File: src/rtl/bmp_pkg.sv
package bmp_pkg;

  // Timing base
  localparam int CLK_HZ        = 200_000_000;
  localparam int CLK_PERIOD_NS = 5;

  // Times in their own units
  localparam int BURST_RATE_HZ   = 52_000;
  localparam int BURST_DUTY_PCT  = 50;
  localparam int ENTER_BLANK_MS  = 24;
  localparam int OVLD_BLANK_MS   = 30;
  localparam int VCC_OV_QUAL_US  = 10;
  localparam int ZC_OVP_BLANK_US = 100;
  localparam int SW_BLANK_NS     = 190;
  localparam int MAX_ON_US       = 30;

  // Cycle counts; least times round up, longest round down
  localparam int BURST_PER_CYC  = CLK_HZ / BURST_RATE_HZ;
  localparam int BURST_ON_CYC   = BURST_PER_CYC * BURST_DUTY_PCT / 100;
  localparam int ENTER_CYC      = ENTER_BLANK_MS * 1_000_000 / CLK_PERIOD_NS;
  localparam int OVLD_CYC       = OVLD_BLANK_MS * 1_000_000 / CLK_PERIOD_NS;
  localparam int VCC_OV_CYC     = (VCC_OV_QUAL_US * 1000 + CLK_PERIOD_NS - 1) / CLK_PERIOD_NS;
  localparam int ZC_OVP_CYC     = (ZC_OVP_BLANK_US * 1000 + CLK_PERIOD_NS - 1) / CLK_PERIOD_NS;
  localparam int SW_CYC         = (SW_BLANK_NS + CLK_PERIOD_NS - 1) / CLK_PERIOD_NS;
  localparam int MAX_ON_CYC     = MAX_ON_US * 1000 / CLK_PERIOD_NS;

  // Valley up/down counter
  localparam logic [2:0] VDC_BURST = 3'h7;
  localparam logic [2:0] VDC_LEAVE = 3'h1;
  localparam logic [2:0] VDC_MAX   = 3'h7;

  // Register map
  localparam logic [7:0] CTRL_OFF = 8'h00;
  localparam logic [7:0] STAT_OFF = 8'h04;
  localparam int         CTRL_BURST_EN_BIT = 0;
  localparam logic       CTRL_BURST_EN_RST = 1'b1;
  localparam int         STAT_ST_LSB    = 0;
  localparam int         STAT_PAUSE_BIT = 4;
  localparam int         STAT_GATE_BIT  = 5;
  localparam int         STAT_BIAS_BIT  = 6;
  localparam int         STAT_START_BIT = 7;
  localparam int         STAT_ILIM_BIT  = 8;
  localparam int         STAT_VDC_LSB   = 12;
  localparam logic [1:0] RESP_OKAY   = 2'h0;
  localparam logic [1:0] RESP_SLVERR = 2'h2;

  typedef logic [23:0] bmp_cnt_t;

  typedef enum logic [2:0] {ST_CHARGE, ST_RUN, ST_BURST, ST_RESTART, ST_LATCH} bmp_st_e;

  // Comparator and valley-logic flags
  typedef struct packed {
    logic fb_enter;
    logic fb_bon;
    logic fb_boff;
    logic fb_leave;
    logic cs_bpk;
    logic cs_pk;
    logic cs_sw;
    logic zc_ovp;
    logic vcc_off;
    logic vcc_on;
    logic vcc_pd;
    logic vcc_ov;
    logic otp;
    logic norm_on;
    logic vdc_up;
    logic vdc_dn;
  } bmp_flags_s;

endpackage : bmp_pkg

File: src/rtl/bmp_ctrl.sv
// The address map and register access over AXI4-Lite were left to the implementer.
module bmp_ctrl #(
  parameter int ENTER_CYC  = bmp_pkg::ENTER_CYC,
  parameter int OVLD_CYC   = bmp_pkg::OVLD_CYC,
  parameter int ZC_OVP_CYC = bmp_pkg::ZC_OVP_CYC,
  parameter int MAX_ON_CYC = bmp_pkg::MAX_ON_CYC
) (
  input  wire logic               aclk,
  input  wire logic               aresetn,
  input  wire bmp_pkg::bmp_flags_s flags,
  output logic                    gate_on,
  output logic                    bias_en,
  output logic                    startup_en,
  output logic                    burst_ilim,
  output logic                    soft_start,
  output logic                    burst_mode,
  output logic                    latched_off,
  output logic [2:0]              valley_cnt,
  input  wire logic [7:0]         s_axi_awaddr,
  input  wire logic               s_axi_awvalid,
  output logic                    s_axi_awready,
  input  wire logic [31:0]        s_axi_wdata,
  input  wire logic [3:0]         s_axi_wstrb,
  input  wire logic               s_axi_wvalid,
  output logic                    s_axi_wready,
  output logic [1:0]              s_axi_bresp,
  output logic                    s_axi_bvalid,
  input  wire logic               s_axi_bready,
  input  wire logic [7:0]         s_axi_araddr,
  input  wire logic               s_axi_arvalid,
  output logic                    s_axi_arready,
  output logic [31:0]             s_axi_rdata,
  output logic [1:0]              s_axi_rresp,
  output logic                    s_axi_rvalid,
  input  wire logic               s_axi_rready
);

  typedef struct packed {
    bmp_pkg::bmp_flags_s s1;
    bmp_pkg::bmp_flags_s s2;
    bmp_pkg::bmp_st_e    st;
    logic                paused;
    logic                gate;
    logic                bias;
    logic                startup;
    logic                ilim;
    logic                ss;
    logic [2:0]          vdc;
    logic                bmode;
    logic                lat;
    bmp_pkg::bmp_cnt_t   eb;
    bmp_pkg::bmp_cnt_t   ovp;
    bmp_pkg::bmp_cnt_t   ol;
    bmp_pkg::bmp_cnt_t   zco;
    bmp_pkg::bmp_cnt_t   sw;
    bmp_pkg::bmp_cnt_t   on;
    bmp_pkg::bmp_cnt_t   bt;
    logic                burst_en;
    logic                awrdy;
    logic                wrdy;
    logic                bvalid;
    logic [1:0]          bresp;
    logic [7:0]          awaddr;
    logic                wbit;
    logic                wstb;
    logic                arrdy;
    logic                rvalid;
    logic [1:0]          rresp;
    logic [31:0]         rdata;
  } bmp_state_s;

  localparam bmp_pkg::bmp_cnt_t ENTER_C = bmp_pkg::bmp_cnt_t'(ENTER_CYC);
  localparam bmp_pkg::bmp_cnt_t OVLD_C  = bmp_pkg::bmp_cnt_t'(OVLD_CYC);
  localparam bmp_pkg::bmp_cnt_t ZCO_C   = bmp_pkg::bmp_cnt_t'(ZC_OVP_CYC);
  localparam bmp_pkg::bmp_cnt_t MAXON_C = bmp_pkg::bmp_cnt_t'(MAX_ON_CYC);
  localparam bmp_pkg::bmp_cnt_t OVQ_C   = bmp_pkg::bmp_cnt_t'(bmp_pkg::VCC_OV_CYC);
  localparam bmp_pkg::bmp_cnt_t SW_C    = bmp_pkg::bmp_cnt_t'(bmp_pkg::SW_CYC);
  localparam bmp_pkg::bmp_cnt_t PER_C   = bmp_pkg::bmp_cnt_t'(bmp_pkg::BURST_PER_CYC);
  localparam bmp_pkg::bmp_cnt_t BON_C   = bmp_pkg::bmp_cnt_t'(bmp_pkg::BURST_ON_CYC);

  bmp_state_s q;
  bmp_state_s d;

  // Saturating count of how long a condition has held; zero once it drops
  function automatic bmp_pkg::bmp_cnt_t qual(bmp_pkg::bmp_cnt_t c, logic cond, bmp_pkg::bmp_cnt_t lim);
    if (!cond) begin
      return '0;
    end
    return (c >= lim) ? lim : c + 1'b1;
  endfunction : qual

  always_comb begin
    bmp_pkg::bmp_flags_s f;
    logic                run;
    logic                op;
    logic                lo;
    logic                ar;
    logic [31:0]         r;
    f   = q.s2;
    run = (q.st == bmp_pkg::ST_RUN);
    op  = run || (q.st == bmp_pkg::ST_BURST);
    r   = '0;
    ar  = run && (f.otp || q.ovp == OVQ_C || q.ol == OVLD_C);
    lo  = op && (q.zco == ZCO_C || q.sw == SW_C);
    d   = q;
    d.s1 = flags;
    d.s2 = q.s1;
    d.ss = 1'b0;
    d.on  = qual(q.on, q.gate, MAXON_C);
    d.ovp = qual(q.ovp, f.vcc_ov && run, OVQ_C);
    d.ol  = qual(q.ol, f.fb_leave && run, OVLD_C);
    d.zco = qual(q.zco, f.zc_ovp && !q.gate && op, ZCO_C);
    d.sw  = qual(q.sw, f.cs_sw && q.gate && run, SW_C);
    d.eb  = qual(q.eb, f.fb_enter && q.vdc == bmp_pkg::VDC_BURST && q.burst_en && run, ENTER_C);
    case (q.st)
      bmp_pkg::ST_CHARGE: begin
        d.gate    = 1'b0;
        d.bias    = 1'b0;
        d.startup = 1'b1;
        if (f.vcc_on) begin
          d.st      = bmp_pkg::ST_RUN;
          d.startup = 1'b0;
          d.bias    = 1'b1;
          d.ss      = 1'b1;
        end
      end
      bmp_pkg::ST_RUN: begin
        if (!q.gate && f.norm_on) begin
          d.gate = 1'b1;
        end
        if (q.gate && (f.cs_pk || q.on == MAXON_C)) begin
          d.gate = 1'b0;
        end
        if (f.vdc_up && !f.vdc_dn && q.vdc != bmp_pkg::VDC_MAX) begin
          d.vdc = q.vdc + 3'h1;
        end else if (f.vdc_dn && !f.vdc_up && q.vdc != 3'h0) begin
          d.vdc = q.vdc - 3'h1;
        end
        if (q.eb == ENTER_C) begin
          d.st     = bmp_pkg::ST_BURST;
          d.gate   = 1'b0;
          d.paused = 1'b1;
          d.bias   = 1'b0;
          d.bt     = '0;
          d.ilim   = 1'b1;
        end
      end
      bmp_pkg::ST_BURST: begin
        d.bt = (q.bt == PER_C - 1'b1) ? '0 : q.bt + 1'b1;
        if (q.paused) begin
          if (f.fb_bon) begin
            d.paused = 1'b0;
            d.bias   = 1'b1;
          end
        end else if (f.fb_boff) begin
          d.paused = 1'b1;
          d.bias   = 1'b0;
          d.gate   = 1'b0;
        end else if (!q.gate && q.bt == PER_C - 1'b1) begin
          d.gate = 1'b1;
        end else if (q.gate && (f.cs_bpk || q.bt >= BON_C - 1'b1 || q.on == MAXON_C)) begin
          d.gate = 1'b0;
        end
        if (f.fb_leave) begin
          d.st     = bmp_pkg::ST_RUN;
          d.gate   = 1'b0;
          d.paused = 1'b0;
          d.bias   = 1'b1;
          d.ilim   = 1'b0;
          d.vdc    = bmp_pkg::VDC_LEAVE;
        end
      end
      bmp_pkg::ST_RESTART: begin
        d.gate    = 1'b0;
        d.bias    = 1'b0;
        d.startup = 1'b0;
        if (f.vcc_off) begin
          d.st = bmp_pkg::ST_CHARGE;
        end
      end
      bmp_pkg::ST_LATCH: begin
        d.gate = 1'b0;
        d.bias = 1'b0;
        if (f.vcc_off) begin
          d.startup = 1'b1;
        end else if (f.vcc_on) begin
          d.startup = 1'b0;
        end
        if (f.vcc_pd) begin
          d.st      = bmp_pkg::ST_CHARGE;
          d.startup = 1'b1;
        end
      end
      default: begin
        d.st = bmp_pkg::ST_CHARGE;
      end
    endcase
    if (lo) begin
      d.st = bmp_pkg::ST_LATCH;
    end else if (op && f.vcc_off) begin
      d.st      = bmp_pkg::ST_CHARGE;
      d.startup = 1'b1;
    end else if (ar) begin
      d.st = bmp_pkg::ST_RESTART;
    end
    if (op && (lo || f.vcc_off || ar)) begin
      d.gate   = 1'b0;
      d.bias   = 1'b0;
      d.ilim   = 1'b0;
      d.paused = 1'b0;
      d.vdc    = '0;
    end
    // Mode pins kept in flops so they carry no decode glitches
    d.bmode = (d.st == bmp_pkg::ST_BURST);
    d.lat   = (d.st == bmp_pkg::ST_LATCH);
    // Register bus: write address and data in either order
    if (s_axi_awvalid && q.awrdy) begin
      d.awrdy  = 1'b0;
      d.awaddr = s_axi_awaddr;
    end
    if (s_axi_wvalid && q.wrdy) begin
      d.wrdy = 1'b0;
      d.wbit = s_axi_wdata[bmp_pkg::CTRL_BURST_EN_BIT];
      d.wstb = s_axi_wstrb[0];
    end
    if (!q.awrdy && !q.wrdy && !q.bvalid) begin
      d.bvalid = 1'b1;
      d.bresp  = bmp_pkg::RESP_OKAY;
      if (q.awaddr[7:2] == bmp_pkg::CTRL_OFF[7:2]) begin
        if (q.wstb) begin
          d.burst_en = q.wbit;
        end
      end else if (q.awaddr[7:2] != bmp_pkg::STAT_OFF[7:2]) begin
        d.bresp = bmp_pkg::RESP_SLVERR;
      end
    end
    if (q.bvalid && s_axi_bready) begin
      d.bvalid = 1'b0;
      d.awrdy  = 1'b1;
      d.wrdy   = 1'b1;
    end
    r[bmp_pkg::STAT_ST_LSB +: 3]   = q.st;
    r[bmp_pkg::STAT_PAUSE_BIT]     = q.paused;
    r[bmp_pkg::STAT_GATE_BIT]      = q.gate;
    r[bmp_pkg::STAT_BIAS_BIT]      = q.bias;
    r[bmp_pkg::STAT_START_BIT]     = q.startup;
    r[bmp_pkg::STAT_ILIM_BIT]      = q.ilim;
    r[bmp_pkg::STAT_VDC_LSB +: 3]  = q.vdc;
    if (s_axi_arvalid && q.arrdy) begin
      d.arrdy  = 1'b0;
      d.rvalid = 1'b1;
      d.rresp  = bmp_pkg::RESP_OKAY;
      d.rdata  = '0;
      if (s_axi_araddr[7:2] == bmp_pkg::CTRL_OFF[7:2]) begin
        d.rdata[bmp_pkg::CTRL_BURST_EN_BIT] = q.burst_en;
      end else if (s_axi_araddr[7:2] == bmp_pkg::STAT_OFF[7:2]) begin
        d.rdata = r;
      end else begin
        d.rresp = bmp_pkg::RESP_SLVERR;
      end
    end
    if (q.rvalid && s_axi_rready) begin
      d.rvalid = 1'b0;
      d.arrdy  = 1'b1;
    end
  end

  always_ff @(posedge aclk) begin
    if (!aresetn) begin
      q          <= '0;
      q.st       <= bmp_pkg::ST_CHARGE;
      q.startup  <= 1'b1;
      q.burst_en <= bmp_pkg::CTRL_BURST_EN_RST;
      q.awrdy    <= 1'b1;
      q.wrdy     <= 1'b1;
      q.arrdy    <= 1'b1;
    end else begin
      q <= d;
    end
  end

  assign gate_on       = q.gate;
  assign bias_en       = q.bias;
  assign startup_en    = q.startup;
  assign burst_ilim    = q.ilim;
  assign soft_start    = q.ss;
  assign burst_mode    = q.bmode;
  assign latched_off   = q.lat;
  assign valley_cnt    = q.vdc;
  assign s_axi_awready = q.awrdy;
  assign s_axi_wready  = q.wrdy;
  assign s_axi_bvalid  = q.bvalid;
  assign s_axi_bresp   = q.bresp;
  assign s_axi_arready = q.arrdy;
  assign s_axi_rvalid  = q.rvalid;
  assign s_axi_rresp   = q.rresp;
  assign s_axi_rdata   = q.rdata;
endmodule : bmp_ctrl

File: config.mk
export PLATFORM = sky130hd
export DESIGN_NAME = bmp_ctrl
export DESIGN_NICKNAME = d
export VERILOG_FILES = /design/src/rtl/bmp_pkg.sv /design/src/rtl/bmp_ctrl.sv
export SDC_FILE = /design/constraint.sdc
export NUM_CORES = 1
export LEC_CHECK = 0
export ABC_AREA = 1
export ABC_CLOCK_PERIOD_IN_PS = 2900
export BUFFER_PORTS_ARGS = -buffer_cell sky130_fd_sc_hd__clkbuf_2
export CORE_MARGIN = 8
export CORE_UTILIZATION = 25
export DETAILED_ROUTE_END_ITERATION = 12
export GPL_ROUTABILITY_DRIVEN = 0
export SYNTH_ARGS = -nofsm -noshare
export SYNTH_HDL_FRONTEND = slang
export SYNTH_SLANG_ARGS = --single-unit
File: constraint.sdc
create_clock -name aclk -period 2.9 [get_ports aclk]
set_input_delay 0.29 -clock aclk [delete_from_list [all_inputs] [get_ports aclk]]
set_output_delay 0.29 -clock aclk [all_outputs]
set_load 0.02 [all_outputs]
==> results_dict.tcl, run 1 <==
set metrics [dict create \
    io_buffers 64 \
    final_cell_mix "nand2_1, dfxtp_1, nor2_1, inv_1, nand3_1" \
    synth-simple-area-share_pct 29.55 \
    hold_viol_final 0 \
    placement_rows 75 \
    die_x_um 221.1 \
    viasPerCell 4.272 \
    period_share_pct 73.10 \
    cp-start-kind "flip-flop" \
    ys_ff_latch 241 \
    grt_pass1_wl_mm 40.33 \
    layout.cells.non_filler 2130 \
    tightest_slew_ns 0.6714 \
    start_util_pct 25.18 \
    io_pins 126 \
    cts.clk_slew.worst_paths_ns 0.06 \
    nets 1662 \
    synthArstFlopShare_pct 0 \
    cp-end-kind "flip-flop" \
    synth_area_leader_cell "dfxtp_1" \
    fin_crit_ns 2.120 \
    synth_area_um2 10510 \
    fill_cells 4448 \
    dr.pass1.iters 7 \
    synth_ff_type "dfxtp_1" \
    total_power_mw 7.256 \
    path_max_fanout 21 \
    ys_types 49 \
    grt_max_degree 34 \
    die_height_um 221.1 \
    synth_compound_area_share_pct 8.675 \
    hold_path.class "input pin to flip-flop" \
    drtAntennaViolNets 0 \
    clock_latency_ns 0.55 \
    avgSynthCellArea_um2 7.342 \
    slowest_stage "inv_1" \
    antenna_found_initial 1 \
    synth_xor_area_share_pct 2.832 \
    diodes 0 \
    crit_type "flip-flop to flip-flop" \
    cts.sink_count 241 \
    timing.hold.ws_ns 0.02041 \
    synth_top_area_share_pct 45.89 \
    cts-resized-gates 0 \
    htreeDepth 1 \
    critPathMaxStageDelay_ns 0.37 \
    outcome "complete, no violations" \
    synth_cells 1432 \
    wirelength_mm 24.02 \
    fmax_mhz 471.7 \
    p_leak_nw 5.296 \
    required_ns 3.33 \
    setup_violations 0 \
    fin_util_pct 30.15 \
    grt_pass1_vias 8637 \
    dp_hpwl_mm 18.07 \
    cts_tree "built" \
    drv_cap 0 \
    layout_commonest_cell "nand2_1" \
    first_iter_violations 571 \
    multi_input_area_um2 4810 \
    layout-drive-gt1-share_pct 9.302 \
    cts_buffers 28 \
    gr-usage-all-layers_pct 9.587 \
    vdd_drop_max_uv 381.2 \
    synth_top_family_by_area "simple AND/OR/NAND/NOR gates" \
    max-slew-margin-rel_pct 55.19 \
    regArea_um2 4825 \
    cts_buffer_depth 3 \
    synth-warning-count 0 \
    synth-adder-area-share_pct 1.975 \
    tns_ns 0 \
    syn_to_final_growth_pct 19.75 \
    worstPathCellList "nor2_1 > nand2_1 > nor2_1 > nand4_1 > nand2_1 > inv_1 > o21ai_0 > a21oi_1" \
    dieArea_um2 48870 \
    ys_seq_area_share_pct 45.89 \
    synth.area.top_cells "dfxtp_1, nand2_1, nor2_1, inv_1, nand3_1" \
    p_per_area_nw_per_um2 576.3 \
    clockRootBuffer "clkbuf_16" \
    drv_slew 0 \
    finClkSkew_ns 0.02237 \
    drc 0 \
    dp.cells 2059 \
    wl_per_cell_um 11.28 \
    synth_mux_area_share_pct 0 \
    worstPathArrival_ns 2.55 \
    synth_edf_count 0 \
    design.core.area_um2 41760 \
    num_vias 9099 \
    overflow 0 \
    rsz0062_at_grt "false" \
]
-- cells by family (layout without fill, tap and decap cells) --
group                    after synthesis  count (layout)
flip-flops                           241             241
AO/OA/AOI/OAI                        170             170
AND/OR/NAND/NOR                      705             705
buffers and inverters                265             349
other                                  1              76
adder cells (fa/ha/maj)               16              16
XOR/XNOR                              34              34
-- power by group --
group          internal [mW]  switching (mW)  total, mW
clock network           2.12            1.37       3.48
registers               3.41          0.0437       3.45
logic                  0.112           0.211      0.323
total                   5.63            1.62       7.26
-- flip-flops by register name, indices dropped and copies added, names as in the netlist, 3 cells and up --
register and count:
s_axi_rdata 11, d 16, q 197, valley_cnt 3
-- worst paths after layout --
check | startpoint | to | slack (ns) | depth (start not counted)
setup / recovery | q[216] | q[52] | 0.78 | 8
hold / removal | s_axi_awaddr[4] | q[42] | 0.02 | 3
setup reg to reg | q[216] | q[52] | 0.78 | 8
hold reg to reg | d[235] | q[235] | 0.41 | 2
-- metrics by stage --
step                area [um2]  setup WS, ns
floorplan                10800         1.202
global placement         11450        0.7309
detailed placement       11450        0.7174
CTS                      12590        0.7230
global route             12590        0.4875
finish                   12590        0.7802
-- Yosys cell counts (4+ instances only) --
cell type and instances:
clkbuf_1 7, buf_4 40, nand3_1 99, buf_2 5, o21ai_0 52, nor3_1 39, nor3b_1 9, nand4_1 36
nor2_1 203, a21oi_1 87, dfxtp_1 241, nand2_1 277, nor4_1 4, or2_2 9, a31oi_1 14, inv_2 5
nor3_2 4, nand3b_1 6, xnor2_1 11, xor2_1 23, ha_1 15, inv_1 201
-- final cells by class --
cell class	count	share of cell area [%]
flip-flops and latches	241	38.32
multi-input cells	1001	38.20
clock buffers	38	6.430
inverters	209	6.251
well taps	539	5.356
repair buffers	90	4.512
clock inverters	12	0.9341
-- what timing repair did --
action / CTS / global route
endpoints found under the setup margin: 0 / 0
setup buffers: 0 / 0
hold buffers: 21 / 0
endpoints found under the hold margin: 20 / 0
-- per-layer routing --
metal / part of all wire (%) / global-route usage (%)
met4: 3.6 / 3.896
met1: 47 / 12.59
met2: 43 / 15.28
met5: 0 / 0
met3: 6.5 / 1.852
-- worst max-delay path, delay by kind of cell (launching register included) --
family	cells	cell delay, ns
AOI/OAI and AO/OA	2	0.32
and+or+nand+nor	5	0.96
buffers and inverters	1	0.37
DFF	1	0.34
No activity file was read; power rests on OpenSTA's default activity.
==> run 2: changes to the inputs <==
--- a/config.mk
+++ b/config.mk
@@ -6,7 +6,7 @@
 export NUM_CORES = 1
 export LEC_CHECK = 0
 export ABC_AREA = 1
-export ABC_CLOCK_PERIOD_IN_PS = 2900
+export ABC_CLOCK_PERIOD_IN_PS = 2000
 export BUFFER_PORTS_ARGS = -buffer_cell sky130_fd_sc_hd__clkbuf_2
 export CORE_MARGIN = 8
 export CORE_UTILIZATION = 25
==> constraint.sdc (replaced) <==
create_clock -name aclk -period 2 [get_ports aclk]
set_input_delay 0.2 -clock aclk [delete_from_list [all_inputs] [get_ports aclk]]
set_output_delay 0.2 -clock aclk [all_outputs]
set_load 0.02 [all_outputs]
==> results_dict.tcl, run 2 (synthesis results as in run 1) <==
set metrics [dict create \
    outcome "complete, no violations" \
    largest_reg_flops 197 \
    die_height_um 221.1 \
    finClkSkew_ns 0.01278 \
    clock_latency_ns 0.55 \
    regArea_um2 4827 \
    cp-start-kind "input pin" \
    design.core.area_um2 41760 \
    fmax_mhz 522.8 \
    drv_slew 0 \
    p_per_area_nw_per_um2 843.3 \
    finalWorstSetupSlack_ns 0.08724 \
    tns_ns 0 \
    slowest_stage "dlygate4sd3_1" \
    dr.pass1.iters 6 \
    cts_buffer_depth 3 \
    wirelength_mm 25.09 \
    vdd_drop_max_uv 630.4 \
    critical_path.most_common_cell "dlygate4sd3_1" \
    cp-end-kind "flip-flop" \
    cts.clk_slew.worst_paths_ns 0.06 \
    io_buffers 64 \
    path_max_fanout 3 \
    gr-usage-all-layers_pct 10.02 \
    dp.cells 2086 \
    fin_util_pct 31.28 \
    total_power_mw 11.02 \
    fin_crit_ns 1.913 \
    start_util_pct 25.18 \
    viasPerCell 4.260 \
    grt_pass1_wl_mm 42.28 \
    cts_tree "built" \
    required_ns 2.43 \
    layout-drive-gt1-share_pct 11.34 \
    fill_cells 4442 \
    cp_num_buf_inv 4 \
    htreeDepth 1 \
    cts_buffers 29 \
    setup_violations 0 \
    drv_cap 0 \
    cts.sink_count 241 \
    io_pins 126 \
    final_cell_mix "nand2_1, dfxtp_1, nor2_1, inv_1, nand3_1" \
    nets 1703 \
    dp_hpwl_mm 18.40 \
    clockRootBuffer "clkbuf_16" \
    worstPathCellList "dlygate4sd3_1 > clkbuf_2 > nor3_1 > dlygate4sd3_1 > a31oi_1 > dlygate4sd3_1" \
    antenna_found_initial 1 \
    multi_input_area_um2 4851 \
    period_share_pct 95.64 \
    dieArea_um2 48870 \
    critPathMaxStageDelay_ns 0.60 \
    worstPathArrival_ns 2.34 \
    p_leak_nw 5.559 \
    num_vias 9252 \
    wl_per_cell_um 11.55 \
    critPathTopFamily "buffers and inverters" \
    top_register "q" \
    placement_rows 75 \
    grt_max_degree 41 \
    grt_pass1_vias 8985 \
    crit_type "input pin to flip-flop" \
    hold_viol_final 0 \
    syn_to_final_growth_pct 24.25 \
    place_ws_ns 0.06695 \
    drc 0 \
    first_iter_violations 648 \
    layout_commonest_cell "nand2_1" \
    drtAntennaViolNets 0 \
    hold_path.class "input pin to flip-flop" \
    layout.cells.non_filler 2172 \
    die_x_um 221.1 \
    overflow 0 \
]
[run 2: cell count changes in the layout (fill, tap and decap cells not counted), moves of 3 or more]
cell | previous run | this run
dlygate4sd3_1 | 21 | 33
clkinvlp_4 | 3 | 0
inv_6 | 0 | 3
buf_4 | 5 | 32
nand3_1 | 99 | 96
clkinv_2 | 7 | 4
bufinv_16 | 2 | 5
nand3_2 | 3 | 6
[run 2: path summary, 6_finish.rpt]
kind | startpoint | end | slack [ns] | depth (start not counted)
worst max-delay path | s_axi_araddr[6] | s_axi_rresp[1] | 0.09 | 6
worst min-delay path | s_axi_arvalid | s_axi_arready | 0.08 | 4
worst max register to register | valley_cnt[1] | valley_cnt[2] | 0.18 | 9
worst min register to register | d[245] | q[245] | 0.41 | 2
[run 2: metal layers]
metal / up-vias / global-route usage [%] / wire length (um)
met5: - / 0 / 0
li1: 4833 / - / -
met1: 4150 / 12.93 / 11940
met4: 0 / 4.219 / 782
met3: 44 / 1.931 / 1405
met2: 225 / 16.21 / 10970
[run 2: area by class of cell]
type | count | area share [%]
inverter | 209 | 6.024
multi-input combinational | 1001 | 37.13
timing repair buffer | 130 | 6.973
sequential | 241 | 36.95
antenna | 1 | 0.01916
clock inverter | 14 | 1.724
tap | 539 | 5.162
clock buffer | 37 | 6.015
[run 2: per-stage QoR]
step / area, um2 / hold slack (ns)
6_report: 13060 / 0.08192
2_1_floorplan: 10800 / 0.2976
3_5_place_dp: 11670 / 0.3889
4_1_cts: 13010 / 0.06584
5_1_grt: 13060 / 0.1371
3_3_place_gp: 11670 / 0.3881
[run 2: tightest hold or removal path, stage by stage]
cell      delay (ns)
clkbuf_2        0.08
nand2_1         0.15
nand2_1         0.10
nand2_1         0.05
[run 2: what timing repair did]
item,CTS,global route
setup buffers,0,1
resized for setup,0,13
hold buffers,33,0
hold endpoints to repair,30,0
endpoints found under the setup margin,0,35
[run 2: report_power, final]
group          total (mW)  switching, mW  internal [mW]
logic               0.507          0.319          0.188
clock network        5.51           2.08           3.44
registers            5.00         0.0605           4.94
